--- src/rtl/msc_pkg.sv ---
package msc_pkg;

   // ==========================================================
   // Register addresses (byte addresses in device memory map)
   // ==========================================================
   localparam logic [15:0] ADDR_STATUS     = 16'h0215;
   localparam logic [15:0] ADDR_DELAY_LO   = 16'h0216;
   localparam logic [15:0] ADDR_DELAY_HI   = 16'h0218;
   localparam logic [15:0] ADDR_STAMP_LO   = 16'h0219;
   localparam logic [15:0] ADDR_STAMP_HI   = 16'h021E;
   localparam logic [15:0] ADDR_MCOUNT_LO  = 16'h0220;
   localparam logic [15:0] ADDR_MCOUNT_HI  = 16'h0222;
   localparam logic [15:0] ADDR_LCOUNT_LO  = 16'h0223;
   localparam logic [15:0] ADDR_LCOUNT_HI  = 16'h0225;
   localparam logic [15:0] ADDR_VARIANT    = 16'h0226;

   // ==========================================================
   // General status field positions and fixed bits
   // ==========================================================
   localparam int          BIT_ACTIVE      = 1;
   localparam int          BIT_ERASED      = 3;
   localparam int          BIT_AWAIT       = 4;
   localparam logic [7:0]  STATUS_FIXED    = 8'hC0;

   // Arbitrary neutral variant code
   localparam logic [7:0]  VARIANT_ID      = 8'h5A;

   localparam logic [23:0] DELAY_RESET     = 24'h000000;
   localparam logic [23:0] COUNT_RESET     = 24'h000000;
   localparam logic [47:0] STAMP_RESET     = 48'h000000000000;

   // ==========================================================
   // Mission phases
   // ==========================================================
   typedef enum logic [1:0] {
      MSC_IDLE  = 2'b00,
      MSC_DELAY = 2'b01,
      MSC_AWAIT = 2'b10,
      MSC_LOG   = 2'b11
   } msc_phase_t;

   // Real-time clock value: packed BCD fields
   typedef struct packed {
      logic [7:0] year;
      logic [7:0] month;   // bit 7 hundred_year_flag
      logic [7:0] date;
      logic [7:0] hours;   // bit 6 12/24 selector
      logic [7:0] minutes;
      logic [7:0] seconds;
   } msc_rtc_t;

   // Events from the sampling engine and command decoder
   typedef struct packed {
      logic clear_memory;
      logic start_mission;
      logic stop_mission;
      logic forced_conv;
      logic minute_tick;
      logic sample_wake;
      logic alarm_test;
      logic temp_alarm;
   } msc_events_t;

   // Whole block state
   typedef struct packed {
      msc_phase_t  phase;
      logic        mission_active;
      logic        log_erased_flag;
      logic        awaiting_alarm_start;
      logic        first_pending;
      logic [23:0] delay_left;
      logic [23:0] start_delay;
      logic [47:0] stamp;
      logic [23:0] mission_count;
      logic [23:0] lifetime_count;
      logic [7:0]  rd_data;
      logic        start_ok;
   } msc_state_t;

endpackage : msc_pkg

--- src/rtl/msc_mission_status.sv ---
`timescale 1ns/1ps
`default_nettype none

module msc_mission_status
   import msc_pkg::*;
(
   // Clock and power-on reset
   input  wire logic        clk,
   input  wire logic        rst,
   // Mission configuration and events
   input  wire logic        alarm_triggered_start,
   input  wire logic        logging_enabled,
   input  wire msc_events_t ev,
   input  wire msc_rtc_t    rtc_now,
   // Memory function port
   input  wire logic [15:0] mem_addr,
   input  wire logic        mem_wr,
   input  wire logic [7:0]  mem_wdata,
   output logic [7:0]       mem_rdata,
   // Status to sampling engine
   output logic             mission_active,
   output logic             log_erased_flag,
   output logic             awaiting_alarm_start,
   output logic             start_accepted,
   output logic             log_sample_enable,
   output logic             alarm_test_enable,
   output logic [23:0]      start_delay_minutes
);

   // ==========================================================
   // State
   // ==========================================================
   msc_state_t s;
   msc_state_t next_s;
   logic [7:0] status_byte;
   logic       wake_logs;

   always_comb
   begin
      status_byte             = STATUS_FIXED;
      status_byte[BIT_ACTIVE] = s.mission_active;
      status_byte[BIT_ERASED] = s.log_erased_flag;
      status_byte[BIT_AWAIT]  = s.awaiting_alarm_start;
   end

   // One count per wake-up regardless of how many channels it logs
   assign wake_logs = ev.sample_wake && s.phase == MSC_LOG;

   // ==========================================================
   // Next state
   // ==========================================================
   always_comb
   begin
      next_s          = s;
      next_s.start_ok = 1'b0;

      // Delay bytes: writes only while no mission runs
      if (mem_wr && !s.mission_active)
      begin
         unique case (mem_addr)
            ADDR_DELAY_LO:      next_s.start_delay[7:0]   = mem_wdata;
            16'(ADDR_DELAY_LO + 16'h0001):
               next_s.start_delay[15:8]  = mem_wdata;
            ADDR_DELAY_HI:      next_s.start_delay[23:16] = mem_wdata;
            default:            next_s.start_delay        = s.start_delay;
         endcase
      end

      unique case (s.phase)
         MSC_IDLE:
         begin
            if (ev.forced_conv)
               next_s.lifetime_count = s.lifetime_count + 24'h000001;
         end
         MSC_DELAY:
         begin
            if (s.delay_left == DELAY_RESET)
               next_s.phase = alarm_triggered_start ? MSC_AWAIT : MSC_LOG;
            else if (ev.minute_tick)
               next_s.delay_left = s.delay_left - 24'h000001;
         end
         MSC_AWAIT:
         begin
            if (ev.alarm_test)
               next_s.lifetime_count = s.lifetime_count + 24'h000001;
            // First logged sample follows on the next sample wake
            if (ev.alarm_test && ev.temp_alarm)
               next_s.phase = MSC_LOG;
         end
         MSC_LOG:
         begin
            if (wake_logs)
            begin
               next_s.mission_count  = s.mission_count + 24'h000001;
               next_s.lifetime_count = s.lifetime_count + 24'h000001;
               if (s.first_pending)
               begin
                  next_s.stamp         = rtc_now;
                  next_s.first_pending = 1'b0;
               end
            end
         end
      endcase

      // A temperature alarm ends the wait, in or out of a mission, unless a start in the same cycle sets it again
      if (ev.temp_alarm)
         next_s.awaiting_alarm_start = 1'b0;

      // Stop outranks start and clear in the same cycle
      if (ev.stop_mission)
      begin
         next_s.mission_active = 1'b0;
         next_s.phase          = MSC_IDLE;
      end
      else if (ev.start_mission && !s.mission_active && s.log_erased_flag
               && logging_enabled)
      begin
         next_s.start_ok        = 1'b1;
         next_s.mission_active  = 1'b1;
         next_s.log_erased_flag = 1'b0;
         next_s.first_pending   = 1'b1;
         next_s.delay_left      = s.start_delay;
         next_s.phase           = MSC_DELAY;
         if (alarm_triggered_start)
            next_s.awaiting_alarm_start = 1'b1;
      end
      else if (ev.clear_memory && !s.mission_active)
      begin
         // Awaiting bit intentionally untouched here
         next_s.stamp           = STAMP_RESET;
         next_s.mission_count   = COUNT_RESET;
         next_s.log_erased_flag = 1'b1;
      end

      // Read data registered for a clean data output
      unique case (1'b1)
         mem_addr == ADDR_STATUS:
            next_s.rd_data = status_byte;
         mem_addr >= ADDR_DELAY_LO && mem_addr <= ADDR_DELAY_HI:
            next_s.rd_data = s.start_delay[8*(mem_addr - ADDR_DELAY_LO) +: 8];
         mem_addr >= ADDR_STAMP_LO && mem_addr <= ADDR_STAMP_HI:
            next_s.rd_data = s.stamp[8*(mem_addr - ADDR_STAMP_LO) +: 8];
         mem_addr >= ADDR_MCOUNT_LO && mem_addr <= ADDR_MCOUNT_HI:
            next_s.rd_data = s.mission_count[8*(mem_addr - ADDR_MCOUNT_LO) +: 8];
         mem_addr >= ADDR_LCOUNT_LO && mem_addr <= ADDR_LCOUNT_HI:
            next_s.rd_data = s.lifetime_count[8*(mem_addr - ADDR_LCOUNT_LO) +: 8];
         mem_addr == ADDR_VARIANT:
            next_s.rd_data = VARIANT_ID;
         default:
            next_s.rd_data = 8'h00;
      endcase
   end

   // ==========================================================
   // Registers
   // ==========================================================
   always_ff @(posedge clk)
   begin
      if (rst)
      begin
         // Only power-on reset clears the lifetime count
         s                <= '0;
         s.phase          <= MSC_IDLE;
         s.start_delay    <= DELAY_RESET;
         s.lifetime_count <= COUNT_RESET;
      end
      else
         s <= next_s;
   end

   // ==========================================================
   // Outputs
   // ==========================================================
   assign mem_rdata            = s.rd_data;
   assign mission_active       = s.mission_active;
   assign log_erased_flag      = s.log_erased_flag;
   assign awaiting_alarm_start = s.awaiting_alarm_start;
   assign start_accepted       = s.start_ok;
   assign log_sample_enable    = s.phase == MSC_LOG;
   assign alarm_test_enable    = s.phase == MSC_AWAIT;
   assign start_delay_minutes  = s.start_delay;

endmodule : msc_mission_status
`default_nettype wire

--- config.mk ---
export PLATFORM = sky130hd
export DESIGN_NAME = msc_mission_status
export DESIGN_NICKNAME = d
export VERILOG_FILES = /design/src/rtl/msc_pkg.sv /design/src/rtl/msc_mission_status.sv
export SDC_FILE = /design/constraint.sdc
export NUM_CORES = 1
export LEC_CHECK = 0
export BUFFER_PORTS_ARGS = -buffer_cell sky130_fd_sc_hd__buf_2
export CORE_MARGIN = 5
export CORE_UTILIZATION = 59
export CTS_BUF_LIST = sky130_fd_sc_hd__clkbuf_4
export DETAILED_ROUTE_END_ITERATION = 10
export PLACE_DENSITY = 0.84
export SLEW_MARGIN = 20
export SYNTH_ARGS = -nofsm -noshare
export SYNTH_HDL_FRONTEND = slang
export SYNTH_SLANG_ARGS = --single-unit
--- constraint.sdc ---
create_clock -name clk -period 4.1 [get_ports clk]
set_clock_uncertainty 0.1 [all_clocks]
set_input_delay 0.205 -clock clk [delete_from_list [all_inputs] [get_ports clk]]
set_output_delay 0.205 -clock clk [all_outputs]
set_load 0.1 [all_outputs]
==> reports/qor.txt <==
# DRC -> 0
top-count cell post-synth -> dfxtp_1
via count -> 7760
Post-synth ARST share -> 0%
hold endpoint -> s[158]
Peak Freq -> 335 MHz
worst reg-to-reg setup slack -> 1.12 ns
vias in the first global route -> 7273
post-synth top area share -> 38.1%
Post-Synth Simple-Gate Area -> 24.5%
worst r2r dst -> s[157]
min-delay src -> ev[6]
crit path DAT -> 3.41 ns
Synth Net Count -> 1102
xor/xnor share of the synthesized area -> 6.19%
most frequent cells after synthesis -> dfxtp_1 (159), nand2_1 (138), nor2_1 (127)
Avg Cell Area, Syn -> 8.34 sq um
Clock Pin Slew Worst Setup and Hold Paths -> 0.13 ns
period utilization -> 72.8%
Clock Tree Root -> clkbuf_4
Finished Layout Cells -> 1320
global-route wire length before repair -> 37000 microns
Peak supply drop -> 0.000197 V
Max-Cap Viols -> 0
setup_tns -> 0 ns
main combinational cell family by area after synthesis -> simple AND/OR/NAND/NOR gates
critical path class -> reg2reg
drt pass-1 iters -> 6
Layout Nets -> 1227
Fin. Hold Viols -> 0
# Post-CTS Setup Buffers -> 0
RSZ-0062 raised after global routing -> no
element type at the critical path end -> flip-flop
GPL Wtd Cong -> 0.960
CTS sink count -> 159
worst hold path cell count -> 4
Worst slew margin -> 39.1%
io pins -> 123
mux cell area share after synthesis -> 9.12%
post-layout min period -> 2.98 ns
final wirelength -> 22900 microns
Top FF cell, synth -> dfxtp_1
placed cells -> 1224
Worst Tran Pin Value -> 0.913 ns
vias per cell -> 5.88
P&R area growth vs syn -> 15.8%
CTS Buf Count -> 17
Seq cells post-synth -> 159
pwr dens -> 297 nW/um^2
Final Cell Area -> 9670 sq um
r2r worst-path depth -> 7
CTS resizes -> 0
Slew Limit Fails -> 0
crit-path max FO -> 5
core area -> 13900 sq um
CTS tree -> built
Detailed Route Iter0 Violations -> 805
WL/cell -> 17.4 microns
Worst setup SP type -> flip-flop
post-synthesis cell count -> 1001
post-place instance area -> 8740 sq um
initial antenna violation count -> 3
HPWL Detailed -> 15100 microns
Req. time, crit path -> 4.52 ns
initial core utilization -> 60.2%
post-synthesis adder-cell area fraction -> 2.40%
P_leak -> 3.84 nW
IO buf count -> 122
library cells used by synthesis -> 68
Congestion Overflow GR -> 0
CTS max path bufs -> 2
Yosys top cell by area -> dfxtp_1
share of layout cells above drive strength 1 -> 16.8%
R2R Path Start -> s[141]
chip width -> 129 microns
Area contributors post-synth -> dfxtp_1 (38%), mux2i_1 (6.8%), nand2_1 (6.2%)
final core utilization -> 69.7%
htree depth -> 4
Die H -> 129 microns
full die area -> 16600 sq um
all-layer global routing usage -> 28.1%
Compound-Gate Fraction of Synth Area -> 13.0%
register area share after synthesis -> 38.1%
# setup viols final -> 0
Post-DRT Antenna Nets -> 0
EDFF count, synth -> 0
clk_lat worst skew -> 0.58 ns
Hold Crit Class -> in2reg
synth warn -> 0
largest net degree at the start of global routing -> 86
Rows -> 43
Synth Cell Area -> 8350 sq um
status -> finished, final reports clean
-- cell type report --
| type | instances | area (sq um) |
|---|---|---|
| repair buffers | 191 | 1290 |
| flip-flops and latches | 159 | 3180 |
| diodes | 1 | 2.50 |
| well taps | 180 | 225 |
| inverters | 18 | 67.6 |
| clock buffers | 20 | 150 |
| fillers | 1039 | 4210 |
| clock inverters | 12 | 141 |
| multi-input cells | 739 | 4610 |
-- cells in the final DEF, fill, tap and decap left out, types with 4 or more instances in the layout --
master / n
nor2_1: 127
xor2_1: 22
ha_1: 16
a21o_1: 4
o221a_2: 4
nor2b_1: 10
nor4_1: 16
or3_1: 15
mux2i_1: 57
nand2_1: 138
a21oi_1: 78
dfxtp_1: 159
clkbuf_4: 20
inv_1: 18
and4_1: 4
xnor2_1: 37
clkinv_1: 4
or4_4: 4
mux4_2: 8
a22oi_1: 5
and2_1: 6
nand3_1: 24
a211oi_1: 21
buf_2: 122
buf_4: 6
or2_2: 4
nand4_1: 18
nor3_1: 26
dlygate4sd3_1: 63
o21ai_0: 27
and3_1: 10
-- where the power goes --
part	switching, mW	total (mW)	internal (mW)
Combinational	0.170	0.306	0.136
Clock	0.559	0.997	0.438
Sequential	0.0144	1.57	1.56
Total	0.744	2.87	2.13
-- worst max path at each step --
stage / startpoint / end / slack (ns)
floorplan: mem_addr[0] / mem_rdata[2] / 1.20
global placement: mem_addr[1] / mem_rdata[7] / 1.15
detailed placement: mem_addr[1] / mem_rdata[7] / 1.02
CTS: s[141] / s[157] / 1.17
global route: s[141] / s[157] / 1.04
finish: s[141] / s[157] / 1.12
-- worst max-delay path, stage by stage, from the launching register on --
cell and delay (ns):
dfxtp_1 0.37, or4_4 0.57, or4_4 0.57, nor2_1 0.17, nor3b_1 0.07, a311o_1 0.28
a211oi_2 0.22, dlygate4sd3_1 0.58
-- cells by family after synthesis --
| family | count (synthesis) |
|---|---|
| AND/OR/NAND/NOR | 429 |
| AO/OA/AOI/OAI | 169 |
| flip-flops | 159 |
| buffers and inverters | 103 |
| multiplexers | 66 |
| XOR/XNOR | 59 |
| adder cells (fa/ha/maj) | 16 |
-- metal layers --
metal / routed length [microns] / part of all wire (%) / vias up / global-route usage (%)
li1: - / - / 3731 / -
met1: 9620 / 42 / 3628 / 35.8
met2: 10900 / 47 / 329 / 46.1
met3: 1630 / 7.1 / 68 / 6.19
met4: 771 / 3.4 / 4 / 11.7
met5: 21 / 0.092 / - / 0
-- flip-flops by register name, summed over array words and instances (netlist names) --
register,count
awaiting_alarm_start,1
log_erased_flag,1
s,123
mem_rdata,8
start_accepted,1
start_delay_minutes,24
mission_active,1
-- metrics by stage --
stage	setup slack, ns	hold WS (ns)	power, mW
after floorplan	1.20	0.178	1.77
after detailed placement	1.02	0.346	1.85
after CTS	1.17	0.0125	2.87
final	1.12	0.0717	2.87
after global routing	1.04	0.0705	2.98
after global placement	1.15	0.341	1.85
-- timing repair --
item,in CTS,in global routing
setup endpoints to repair,0,0
hold buffers,63,0
hold endpoints to repair,80,0
Power figures use the tool's default switching activity.
